`config.mk`:
```
export PLATFORM = sky130hd
export DESIGN_NAME = card_presence_ctrl
export DESIGN_NICKNAME = d
export VERILOG_FILES = /design/src/rtl/card_detect_pkg.sv /design/src/rtl/detect_if.sv /design/src/rtl/detect_filter.sv /design/src/rtl/card_presence_ctrl.sv
export VERILOG_INCLUDE_DIRS = /design/src /design/src/rtl
export SDC_FILE = /design/constraint.sdc
export NUM_CORES = 1
export LEC_CHECK = 0
export CELL_PAD_IN_SITES_DETAIL_PLACEMENT = 0
export CELL_PAD_IN_SITES_GLOBAL_PLACEMENT = 1
export CORE_MARGIN = 5
export CORE_UTILIZATION = 45
export CTS_CLUSTER_DIAMETER = 30
export DETAILED_ROUTE_END_ITERATION = 7
export DONT_BUFFER_PORTS = 1
export PLACE_DENSITY = 0.79
export SETUP_SLACK_MARGIN = 0.05
export SYNTH_ARGS = -nofsm -noshare
export SYNTH_HDL_FRONTEND = slang
export SYNTH_SLANG_ARGS = --single-unit
```
`constraint.sdc`:
```
create_clock -name core_clk -period 2.1 [get_ports core_clk]
set_input_delay 0.105 -clock core_clk [delete_from_list [all_inputs] [get_ports core_clk]]
set_output_delay 0.105 -clock core_clk [all_outputs]
set_load 0.005 [all_outputs]
```
`src/rtl/card_detect_regs.svh`:
```
`ifndef CARD_DETECT_REGS_SVH
`define CARD_DETECT_REGS_SVH
// reset values of the host settings
`define HOT_PLUG_ENABLE_RESET 1'b0
`define DETECT_POLARITY_RESET 1'b1
// polarity encodings
`define POLARITY_HIGH 1'b1
`define POLARITY_LOW 1'b0
// qualifying filter length, in cycles of core_clk
`define DETECT_FILTER_CYCLES 16
`endif

```
`src/rtl/card_detect_pkg.sv`:
```
package card_detect_pkg;
  typedef enum logic [2:0] {
    ST_BOOT,
    ST_IDLE,
    ST_INIT,
    ST_REGISTER,
    ST_READY,
    ST_ONCE_DONE
  } card_state_t;
endpackage

```
`src/rtl/detect_if.sv`:
```
`timescale 1ns/100ps
interface detect_if;
  logic level;
  logic insert_pulse;
  logic remove_pulse;
  modport filt (output level, output insert_pulse, output remove_pulse);
  modport ctrl (input level, input insert_pulse, input remove_pulse);
endinterface

```
`src/rtl/detect_filter.sv`:
```
`timescale 1ns/100ps
`include "card_detect_regs.svh"
module detect_filter #(
  parameter int FILTER_CYCLES = `DETECT_FILTER_CYCLES
) (
  input wire logic core_clk,
  input wire logic rst,
  input wire logic raw_in,
  input wire logic polarity,
  detect_if.filt det
);
  localparam int CW = $clog2(FILTER_CYCLES + 1);
  localparam logic [CW-1:0] CNT_MAX = CW'(FILTER_CYCLES - 1);
  logic sync1_reg, sync2_reg;
  logic level_reg, ins_reg, rem_reg;
  logic [CW-1:0] cnt_reg;
  wire logic active_w = (polarity == `POLARITY_HIGH) ? sync2_reg : ~sync2_reg;
  wire logic differs_w = active_w != level_reg;
  wire logic settle_w = differs_w && (cnt_reg == CNT_MAX);
  always_ff @(posedge core_clk) begin
    if (rst) begin
      sync1_reg <= 1'b0;
      sync2_reg <= 1'b0;
    end else begin
      sync1_reg <= raw_in;
      sync2_reg <= sync1_reg;
    end
  end
  always_ff @(posedge core_clk) begin
    if (rst) begin
      cnt_reg <= '0;
      level_reg <= 1'b0;
      ins_reg <= 1'b0;
      rem_reg <= 1'b0;
    end else begin
      cnt_reg <= (differs_w && !settle_w) ? cnt_reg + CW'(1) : '0;
      if (settle_w) begin
        level_reg <= active_w;
      end
      ins_reg <= settle_w && active_w;
      rem_reg <= settle_w && !active_w;
    end
  end
  assign det.level = level_reg;
  assign det.insert_pulse = ins_reg;
  assign det.remove_pulse = rem_reg;
endmodule

```
`src/rtl/card_presence_ctrl.sv`:
```
`timescale 1ns/100ps
`include "card_detect_regs.svh"
module card_presence_ctrl
  import card_detect_pkg::*;
#(
  parameter int FILTER_CYCLES = `DETECT_FILTER_CYCLES
) (
  input wire logic core_clk,
  input wire logic rst,
  input wire logic card_detect_in,
  input wire logic hot_plug_detect_enable_cmd,
  input wire logic hot_plug_detect_enable_val,
  input wire logic vendor_setting_cmd,
  input wire logic detect_polarity_select,
  input wire logic init_done,
  output logic card_init_start,
  output logic card_read_enable,
  output logic net_register_req,
  output logic card_present,
  output logic card_inserted_evt,
  output logic card_removed_evt,
  output logic hot_plug_enabled,
  output logic polarity_high
);
  detect_if det();
  card_state_t state_reg;
  card_state_t state_next;
  logic enable_reg;
  logic enable_next;
  logic polarity_reg;
  logic polarity_next;
  logic start_reg;
  logic start_next;
  logic read_reg;
  logic read_next;
  logic regreq_reg;
  logic regreq_next;
  logic present_reg;
  logic present_next;
  logic ins_evt_reg;
  logic ins_evt_next;
  logic rem_evt_reg;
  logic rem_evt_next;

  // the slot pin is asynchronous; the filter synchronises and qualifies it
  // filter works in the active sense, so a polarity change alone can raise an event
  detect_filter #(
    .FILTER_CYCLES(FILTER_CYCLES)
  ) u_filter (
    .core_clk(core_clk),
    .rst(rst),
    .raw_in(card_detect_in),
    .polarity(polarity_reg),
    .det(det)
  );
  // qualified level and its one-cycle change pulses
  wire logic level_w = det.level;
  wire logic insert_w = det.insert_pulse;
  wire logic remove_w = det.remove_pulse;

  // host settings: a command loads its value, otherwise the setting holds
  assign enable_next = hot_plug_detect_enable_cmd ? hot_plug_detect_enable_val : enable_reg;
  assign polarity_next = vendor_setting_cmd ? detect_polarity_select : polarity_reg;
  always_ff @(posedge core_clk) begin
    if (rst) begin
      enable_reg <= `HOT_PLUG_ENABLE_RESET;
    end else begin
      enable_reg <= enable_next;
    end
  end
  always_ff @(posedge core_clk) begin
    if (rst) begin
      polarity_reg <= `DETECT_POLARITY_RESET;
    end else begin
      polarity_reg <= polarity_next;
    end
  end

  // state decode
  wire logic in_boot_w = (state_reg == ST_BOOT);
  wire logic in_idle_w = (state_reg == ST_IDLE);
  wire logic in_init_w = (state_reg == ST_INIT);
  wire logic in_register_w = (state_reg == ST_REGISTER);
  wire logic next_init_w = (state_next == ST_INIT);
  wire logic next_register_w = (state_next == ST_REGISTER);
  wire logic next_ready_w = (state_next == ST_READY);
  // in enabled mode the qualified level decides presence
  wire logic go_insert_w = enable_reg && (insert_w || level_w);
  wire logic go_remove_w = enable_reg && !level_w;
  // a read under way when detection is switched off runs on to the end
  wire logic mid_read_w = in_boot_w || in_init_w || in_register_w;
  wire logic hold_disabled_w = !enable_reg && !mid_read_w;

  // card state machine
  always_comb begin
    state_next = state_reg;
    case (state_reg)
      ST_BOOT: begin
        // enable still holds its reset value here, so start-up always reads once
        if (enable_reg) begin
          state_next = ST_IDLE;
        end else begin
          state_next = ST_INIT;
        end
      end
      ST_IDLE: begin
        // a level already active when detection is enabled counts as an insertion
        if (go_insert_w) begin
          state_next = ST_INIT;
        end
      end
      ST_INIT: begin
        if (go_remove_w) begin
          state_next = ST_IDLE;
        end else if (init_done) begin
          state_next = ST_REGISTER;
        end
      end
      ST_REGISTER: begin
        // registration request lasts one cycle, then the card is ready
        if (go_remove_w) begin
          state_next = ST_IDLE;
        end else begin
          state_next = ST_READY;
        end
      end
      ST_READY: begin
        if (go_remove_w) begin
          state_next = ST_IDLE;
        end
      end
      ST_ONCE_DONE: begin
        // read once done; detection input has no effect here
        if (enable_reg) begin
          state_next = ST_IDLE;
        end
      end
      default: begin
        state_next = ST_BOOT;
      end
    endcase
    // disabled after start-up: ST_IDLE moves to ST_ONCE_DONE, ST_READY and ST_ONCE_DONE stay put, detect input ignored
    if (hold_disabled_w) begin
      state_next = in_idle_w ? ST_ONCE_DONE : state_reg;
    end
  end

  // state outputs follow the next state, so they line up with state_reg; presence follows enable_next
  assign start_next = next_init_w && !in_init_w;
  assign read_next = next_init_w || next_register_w || next_ready_w;
  assign regreq_next = in_init_w && next_register_w;
  assign present_next = enable_next && level_w;
  // events only while enabled; presence drops on the same edge as the enable
  assign ins_evt_next = enable_reg && insert_w;
  assign rem_evt_next = enable_reg && remove_w;
  // one short register per output, all cleared in reset
  always_ff @(posedge core_clk) begin
    if (rst) begin
      state_reg <= ST_BOOT;
    end else begin
      state_reg <= state_next;
    end
  end
  always_ff @(posedge core_clk) begin
    if (rst) begin
      start_reg <= 1'b0;
    end else begin
      start_reg <= start_next;
    end
  end
  always_ff @(posedge core_clk) begin
    if (rst) begin
      read_reg <= 1'b0;
    end else begin
      read_reg <= read_next;
    end
  end
  always_ff @(posedge core_clk) begin
    if (rst) begin
      regreq_reg <= 1'b0;
    end else begin
      regreq_reg <= regreq_next;
    end
  end
  always_ff @(posedge core_clk) begin
    if (rst) begin
      present_reg <= 1'b0;
    end else begin
      present_reg <= present_next;
    end
  end
  always_ff @(posedge core_clk) begin
    if (rst) begin
      ins_evt_reg <= 1'b0;
    end else begin
      ins_evt_reg <= ins_evt_next;
    end
  end
  always_ff @(posedge core_clk) begin
    if (rst) begin
      rem_evt_reg <= 1'b0;
    end else begin
      rem_evt_reg <= rem_evt_next;
    end
  end

  assign card_init_start = start_reg;
  assign card_read_enable = read_reg;
  assign net_register_req = regreq_reg;
  assign card_present = present_reg;
  assign card_inserted_evt = ins_evt_reg;
  assign card_removed_evt = rem_evt_reg;
  assign hot_plug_enabled = enable_reg;
  assign polarity_high = polarity_reg;
endmodule

```
== Word level (Yosys, flattened, before mapping) ==
Cells that the tools add are included.

* Output and inout port bits: 8
* Flip-flop bits (word level): 21
* Logic and storage cells: 65
* Input port bits: 8

* Eq/ne operators: 10
* Multiplexer cells: 12
* Reduce and logical (&&, ||, !) cells: 25
* Bitwise operators: 2
* Add/sub/neg operators: 1

{| class="wikitable"
|+ Operators with widths
! cell !! number
|-
| 2-to-1 mux 3 bit || 8
|-
| case mux 3 bit (6 select lines) || 1
|-
| == test 3 x 2 -> 1 bit, second input constant || 4
|-
| logical AND 1 bit || 12
|-
| == test 3 bit, second input constant || 3
|-
| logical NOT 1 bit || 6
|-
| adder 5 x 1 -> 5 bit, second input constant || 1
|-
| == test 5 x 4 -> 1 bit, second input constant || 1
|-
| logical OR 1 bit || 5
|-
| == test 3 x 1 -> 1 bit, second input constant || 1
|-
| logical NOT 3 bit || 1
|-
| 2-to-1 mux 1 bit || 2
|-
| 2-to-1 mux 2 bit || 1
|-
| inverter 1 bit || 2
|-
| OR reduction 2 bit || 1
|-
| != test 1 bit || 1
|}

== Longest topological paths before layout ==
Gate-level depths: netlist of the first run.

* Word-level depth: 9
* Depth in mapped cells: 7
* Gate-level depth less buffers: 7

== Modules after synthesis ==
Synthesis of the first run repeated with hierarchy kept, for this count alone.

* Cell total of the unflattened synthesis: 86
* Area, all modules: 899.6 µm²

{| class="wikitable"
|+ By module, submodules not included
! module !! sequential area each (µm²) !! cells each !! times used !! area an instance (µm²)
|-
| card_presence_ctrl || 220.2 || 52 || 1 || 529.3
|-
| detect_filter || 200.2 || 34 || 1 || 370.4
|}

== Worst setup path before layout of the first run ==
No wires, ideal clock.

* Path type: register to register
* Start point: register u_filter.cnt_reg[0]
* End point: register u_filter.cnt_reg[2]
* Period minus slack after synthesis: 1462 ps
* Library setup time: 65 ps
* Path slack: 638 ps
* Buffers on the path: 0
* Stages on the path, launching flop included: 6
* Required time: 2035 ps
* Arrival: 1397 ps
* Path through: dfxtp_1 > ha_1 > and3_1 > ha_1 > or3_1 > nor2_1

* Longest elaborated chain between the ends: 6
* Elaborated cells on any way between the ends: 7
* Those cells by class: 1 x add/sub; 1 x eq/ne; 1 x bitwise; 4 x reduce/logical

{| class="wikitable"
|+ RTL lines
! what !! line !! source
|-
| start, declared || detect_filter.sv:16 || <nowiki>logic [CW-1:0] cnt_reg;</nowiki>
|-
| start signal, assigned || detect_filter.sv:36 || <nowiki>cnt_reg <= (differs_w && !settle_w) ? cnt_reg + CW'(1) : '0;</nowiki>
|-
| == test 5 x 4 -> 1 bit || detect_filter.sv:19 || <nowiki>wire logic settle_w = differs_w && (cnt_reg == CNT_MAX);</nowiki>
|-
| logical AND 1 bit || detect_filter.sv:19 ||
|-
| logical NOT 1 bit || detect_filter.sv:36 ||
|-
| logical AND 1 bit || detect_filter.sv:36 ||
|-
| inverter 1 bit (no source line) || n/a ||
|-
| OR reduction 2 bit (no source line) || n/a ||
|}

Parallel ways exist; a longest one is shown, timed or not.
A chain may end at the register's enable or synchronous reset.

== Worst setup path after layout of the first run ==
* Start point: register enable_reg (netlist: hot_plug_enabled)
* End point: register regreq_reg (netlist: net_register_req)

* Longest elaborated chain between the ends: 6
* Elaborated cells on any way between the ends: 14
* Those cells by class: 1 x eq/ne; 8 x mux; 5 x reduce/logical

{| class="wikitable"
|+ RTL lines
! what !! line !! source
|-
| start, declared || card_presence_ctrl.sv:28 || <nowiki>logic enable_reg;</nowiki>
|-
| start signal, assigned || card_presence_ctrl.sv:66 || <nowiki>enable_reg <= `HOT_PLUG_ENABLE_RESET;</nowiki>
|-
| start signal, assigned || card_presence_ctrl.sv:68 || <nowiki>enable_reg <= enable_next;</nowiki>
|-
| logical AND 1 bit, on equally long branches || card_presence_ctrl.sv:89, card_presence_ctrl.sv:88 ||
|-
| 2-to-1 mux 3 bit, on equally long branches || n/a ||
|-
| case mux 3 bit (6 select lines) || card_presence_ctrl.sv:97 || <nowiki>case (state_reg)</nowiki>
|-
| 2-to-1 mux 3 bit * || card_presence_ctrl.sv:143 || <nowiki>if (hold_disabled_w) begin</nowiki>
|-
| == test 3 x 2 -> 1 bit * || card_presence_ctrl.sv:85 || <nowiki>wire logic next_register_w = (state_next == ST_REGISTER);</nowiki>
|-
| logical AND 1 bit * || card_presence_ctrl.sv:151 || <nowiki>assign regreq_next = in_init_w && next_register_w;</nowiki>
|-
| end signal, assigned || card_presence_ctrl.sv:182 || <nowiki>regreq_reg <= regreq_next;</nowiki>
|-
| end, declared || card_presence_ctrl.sv:36 || <nowiki>logic regreq_reg;</nowiki>
|}

Mark *: on every way between the ends. The rest lies on a longest branch, timed or not.

==> results of run 1 <==
==> worst min path at each step <==
stage	depth (start not counted)	endpoint	slack (ns)	from
2_1_floorplan	1	hot_plug_enabled	0.18	rst
3_3_place_gp	1	u_filter.sync2_reg	0.18	rst
3_5_place_dp	1	u_filter.sync1_reg	0.18	rst
4_1_cts	2	net_register_req	0.02	rst
5_1_grt	2	net_register_req	0.03	rst
6_report	2	net_register_req	0.03	rst
==> layout make-up <==
type	count	area (sq um)	area share
Tap cell	27	33.8	0.0341
Multi-Input combinational cell	57	419	0.424
Sequential cell	21	420	0.425
Clock buffer	4	26.3	0.0265
Timing Repair Buffer	7	67.6	0.0683
Inverter	6	22.5	0.0228
==> cell usage after synthesis (2+ instances only) <==
cell / instances
nand3_1: 2
ha_1: 2
xor2_1: 3
o211ai_1: 3
or2b_1: 2
nor2_1: 8
and3b_1: 2
inv_1: 6
dfxtp_1: 21
buf_6: 2
buf_2: 2
a21oi_1: 3
o21ai_0: 2
nor2b_1: 4
==> per-layer routing <==
| metal | vias to the layer above | global-route usage | wire [microns] |
|---|---|---|---|
| met5 | - | 0 | 0 |
| met4 | 0 | 0.0373 | 10 |
| met3 | 2 | 0.0763 | 152 |
| met2 | 23 | 0.167 | 581 |
| met1 | 276 | 0.131 | 725 |
| li1 | 329 | - | - |
==> logic make-up (layout without fill, tap and decap cells) <==
kind of cell               count (synthesis)  after routing  synth area share
muxes                                      2              2            0.0237
and+or+nand+nor                           31             31             0.230
DFF                                       21             21             0.468
buffers and inverters                     11             17            0.0655
xor gates and xnor gates                   4              4            0.0390
AOI/OAI and AO/OA                         18             18             0.146
adders and majority gates                  2              2            0.0279
==> per-stage QoR <==
stage | std cells | instance area, sq um | setup WS [ns]
floorplan | 89 | 898 | 0.638
global route | 122 | 990 | 0.285
global placement | 112 | 903 | 0.533
finish | 122 | 990 | 0.449
detailed placement | 112 | 903 | 0.456
CTS | 122 | 990 | 0.431
==> report_power, final <==
part | total, mW | switching, mW | internal, mW | leakage, nW
Sequential | 0.506 | 0.0660 | 0.440 | 0.172
Combinational | 0.182 | 0.0776 | 0.105 | 0.192
Clock | 0.184 | 0.110 | 0.0739 | 0.0150
Total | 0.872 | 0.254 | 0.618 | 0.379
==> timing repair <==
item,CTS,global route
hold endpoints to repair,14,0
hold buffers,6,0
endpoints found under the setup margin,0,0
==> qor.csv, run 1 <==
metric,value,unit
Setup Buffers After CTS,0,
async set or reset register ratio after synthesis,0,
fillers,184,
Residual DRC,0,
kind of cell adding the most delay to the critical path,flip-flops,
status,finished clean,
GRT Overall Usage,0.114,
most frequent cells in the layout,"dfxtp_1 (21), nor2_1 (8), inv_1 (6), dlygate4sd3_1 (6), nor2b_1 (4)",
RD Place Congestion,0.732,
I/O Buffers,0,
actual slew at the worst max-slew pin,0.494,ns
hpwl dp,959,microns
Synth area leader,dfxtp_1,
core area,1940,sq um
"wirelength, routed",1470,microns
VDD IR-drop max,0.540,mV
share of cells above drive strength 1,0.116,
Final Skew,0.00231,ns
Arrival @ worst endpoint,1.87,ns
most area-consuming cells after synthesis,"dfxtp_1 (47%), nor2_1 (3.3%), xor2_1 (2.9%), ha_1 (2.8%), nor2b_1 (2.8%)",
worst hold path class,primary input to register,
via count,630,
maximum capacitance violations,0,
vias per cell,5.16,
CTS Buf Count,3,
master of the slowest instance on the critical path,dfxtp_1,
Final Critical Period,1.65,ns
post-CTS resize count,0,
CP Launch Point,hot_plug_enabled,
number of cells on the critical path,4,
starting density of the core,0.463,
worst reg2reg path endpoint,net_register_req,
initial antenna violation count,0,
Final Power,0.872,mW
largest net degree at the start of global routing,17,
Num Clock Sinks,21,
Iter 0 DRT Violations,6,
"FF+latch count, synth",21,
crit path to,net_register_req,
R2R cell count,4,
CTS HTree Levels,1,
Max clock buf depth,2,
clk slew on worst S/H paths,0.10,ns
post-synth cell types,41,
R2R Path Start,hot_plug_enabled,
top_reg_cell synth,dfxtp_1,
setup TNS,0,ns
sequential area share after synthesis,0.468,
Syn Area/Cell,10.1,sq um
number of flops mapped to enable cells by yosys,0,
Die X,54.7,microns
Hold Worst Slack,0.0297,ns
Final #Nets,106,
Post-Syn Area,898,sq um
num ports,16,
gr ovfl total,0,
Startpoint Class,register,
"critical path, cell by cell",nor2b_1 > o221ai_1 > a311o_1 > nor4b_2,
die area,2990,sq um
"Req. time, crit path",2.32,ns
Antenna Cells,0,
global-route wire length before repair,2400,microns
net count after synthesis,99,
Final Util,0.510,
unrepaired setup endpoints after global routing,false,
Final Hold Vio Count,0,
crit path kind,register to register,
Pleak,0.379,nW
"most common cell after layout, fill and taps aside",dfxtp_1,
# setup viols final,0,
Routed Antenna Nets,0,
die height,54.7,microns
CTS tree,done,
clock root cell,clkbuf_4,
P&R area growth vs syn,10.2,%
Fmax achieved,0.606,GHz
Worst R2R Setup Slack,0.45,ns
relative slew slack,0.670,
"Slew Viols, Final",0,
Syn Inst Count,89,
"slowest stage delay, CP",0.64,ns
buffer and inverter count on the worst path,0,
Std-Cell Rows,16,
yosys warns,0,
clock latency on the worst-skew pair,0.29,ns
max FFs per register,5,
final period utilization,0.786,
WL/cell,12.0,microns
Crit. End Element,register,
Pwr Density,881,nW/um^2
post-synth top area share,0.468,
drt pass-1 iters,3,
vias in the first global route,576,
Critical Path Fanout Max,16,
(Power assumes the default switching activity.)
==> run 2, diff against run 1 <==
- ABC_AREA: not set -> 1
- CORE_UTILIZATION: 45 -> 38
- PLACE_DENSITY: 0.79 -> 0.75
- clock period: 2.1 -> 1.5 ns (I/O delays scaled with it)
==> qor.csv, run 2 <==
metric,value,unit,change
status,finished clean,,
Iter 0 DRT Violations,14,,+8
die height,57.5,microns,+5.1%
die area,3300,sq um,+10%
"wirelength, routed",1600,microns,+8.6%
Flop pwr share,0.500,,-0.080
most area-consuming cells after synthesis,"dfxtp_1 (49%), nand2_1 (9.2%), nor2_1 (8.3%), inv_1 (7.0%), nand3_1 (4.7%)",,
Final Skew,0.000629,ns,-0.00168 ns
Hold Worst Slack,0.167,ns,+0.138 ns
Routed Antenna Nets,0,,unchanged
VDD IR-drop max,0.624,mV,+16%
power share of the clock group,0.185,,-0.026
starting density of the core,0.391,,-0.0720
yosys warns,0,,unchanged
Logic pwr share,0.315,,+0.106
Antenna Cells,0,,unchanged
Std-Cell Rows,17,,+1
final period utilization,0.891,,+0.105
num ports,16,,unchanged
net count after synthesis,124,,+25%
via count,705,,+12%
Final Critical Period,1.34,ns,-0.314 ns
GRT Overall Usage,0.102,,-0.0114
dpl cell area,895,sq um,-0.97%
Final #Nets,137,,+29%
Final Hold Vio Count,0,,unchanged
maximum capacitance violations,0,,unchanged
Syn Inst Count,114,,+28%
P&R area growth vs syn,18.4,%,
Commonest cells post-synth,"dfxtp_1 (21), nand2_1 (21), nor2_1 (19)",,
Crit. End Element,register,,
post-synth cell types,21,,-49%
"Req. time, crit path",1.74,ns,-0.58 ns
crit path kind,register to register,,
Critical Path Fanout Max,5,,-11
core area,2190,sq um,+13%
sequential area share after synthesis,0.491,,+0.0233
switching pwr,0.527,mW,+110%
post-synth top area share,0.491,,+0.0233
Net Sw Frac,0.369,,+0.0780
"most common cell after layout, fill and taps aside",nand2_1,,
Fmax achieved,0.748,GHz,+23%
top_reg_cell synth,dfxtp_1,,
Die X,57.5,microns,+5.1%
Arrival @ worst endpoint,1.57,ns,-0.30 ns
CTS HTree Levels,1,,unchanged
Pwr Density,1410,nW/um^2,+60%
CTS Buf Count,3,,unchanged
Synth area leader,dfxtp_1,,
async set or reset register ratio after synthesis,0,,unchanged
initial antenna violation count,0,,unchanged
WL/cell,10.4,microns,-14%
setup TNS,0,ns,unchanged
Residual DRC,0,,unchanged
gr ovfl total,0,,unchanged
RD Place Congestion,0.720,,-1.7%
actual slew at the worst max-slew pin,0.496,ns,+0.00147 ns
Pleak,0.452,nW,+19%
I/O Buffers,0,,unchanged
Num Clock Sinks,21,,unchanged
hpwl dp,1140,microns,+19%
clock root cell,clkbuf_4,,
unrepaired setup endpoints after global routing,false,,
number of flops mapped to enable cells by yosys,0,,unchanged
Final Power,1.43,mW,+64%
clk slew on worst S/H paths,0.11,ns,about the same
Syn Area/Cell,7.51,sq um,-26%
worst hold path class,primary input to register,,
Finished Cell Area,1010,sq um,+2.4%
vias in the first global route,648,,+13%
P_int,0.901,mW,+46%
share of cells above drive strength 1,0.143,,+0.0271
largest net degree at the start of global routing,13,,-4
relative slew slack,0.669,,about the same
Startpoint Class,register,,
vias per cell,4.58,,-11%
clock latency on the worst-skew pair,0.30,ns,about the same
"Slew Viols, Final",0,,unchanged
CTS tree,done,,
"FF+latch count, synth",21,,unchanged
max FFs per register,5,,unchanged
drt pass-1 iters,4,,+1
# setup viols final,0,,unchanged
Max clock buf depth,2,,unchanged
most frequent cells in the layout,"nand2_1 (21), dfxtp_1 (20), nor2_1 (19), inv_1 (16), nand3_1 (8)",,
global-route wire length before repair,2640,microns,+10%
Post-Syn Area,856,sq um,-4.7%
## run 2: cell count changes in the layout (fill, tap and decap cells not counted), moves of 4 or more
cell,delta
nor2b_1,-4
nor3_1,+4
nand2_1,+20
inv_1,+10
nor2_1,+11
nand3_1,+6
## run 2: area by class of cell
class	instances	area (sq um)
multi-input combinational	73	373
sequential	21	422
timing repair buffer	9	85.1
tap	28	35.0
clock buffer	3	22.5
fill	225	1180
clock inverter	1	5.00
inverter	19	71.3
## run 2: final timing paths
check	from	end	slack, ns	cells after the start
worst max-delay path	u_filter.cnt_reg[0]	u_filter.cnt_reg[2]	0.16	7
worst min-delay path	init_done	net_register_req	0.17	6
worst max register to register	u_filter.cnt_reg[0]	u_filter.cnt_reg[2]	0.16	7
worst min register to register	u_filter.sync1_reg	u_filter.sync2_reg	0.41	2
## run 2: power groups by stage
stage,registers [mW],logic (mW),clock network (mW)
2_1_floorplan,0.712,0.357,0
3_3_place_gp,0.727,0.424,0
3_5_place_dp,0.728,0.426,0
4_1_cts,0.714,0.447,0.280
5_1_grt,0.729,0.517,0.299
6_report,0.714,0.449,0.264
## run 2: kinds of logic after synthesis
kind of cell / synth area share
and+or+nand+nor: 0.300
xor gates and xnor gates: 0.0205
adders and majority gates: 0.0292
DFF: 0.491
AOI/OAI and AO/OA: 0.0716
buffers and inverters: 0.0877
## run 2: timing repair
| action | in CTS | in global routing |
|---|---|---|
| resized for setup | 0 | 5 |
| setup endpoints to repair | 0 | 6 |
| setup buffers | 0 | 2 |
| hold buffers | 6 | 0 |
| hold endpoints to repair | 13 | 0 |
## run 2: critical path, stage by stage, from the launching register on
cell	delay, ns
dfxtp_2	0.34
ha_2	0.18
nand2_1	0.07
nor2_1	0.05
ha_2	0.16
inv_1	0.07
nand4_1	0.19
nor3_2	0.22
## run 2: layer usage
metal | vias to the layer above | global-route usage | routed length, microns
met4 | 0 | 0.0662 | 27
met3 | 4 | 0.0204 | 65
li1 | 382 | - | -
met5 | - | 0 | 0
met1 | 308 | 0.125 | 743
met2 | 11 | 0.163 | 759
## run 2: per-stage QoR
stage | util | std cells | setup WS, ns
floorplan | - | 114 | 0.277
global placement | 0.408 | 142 | 0.191
detailed placement | 0.408 | 142 | 0.141
CTS | 0.448 | 152 | 0.0772
global route | 0.463 | 154 | 0.0668
finish | 0.463 | 154 | 0.163
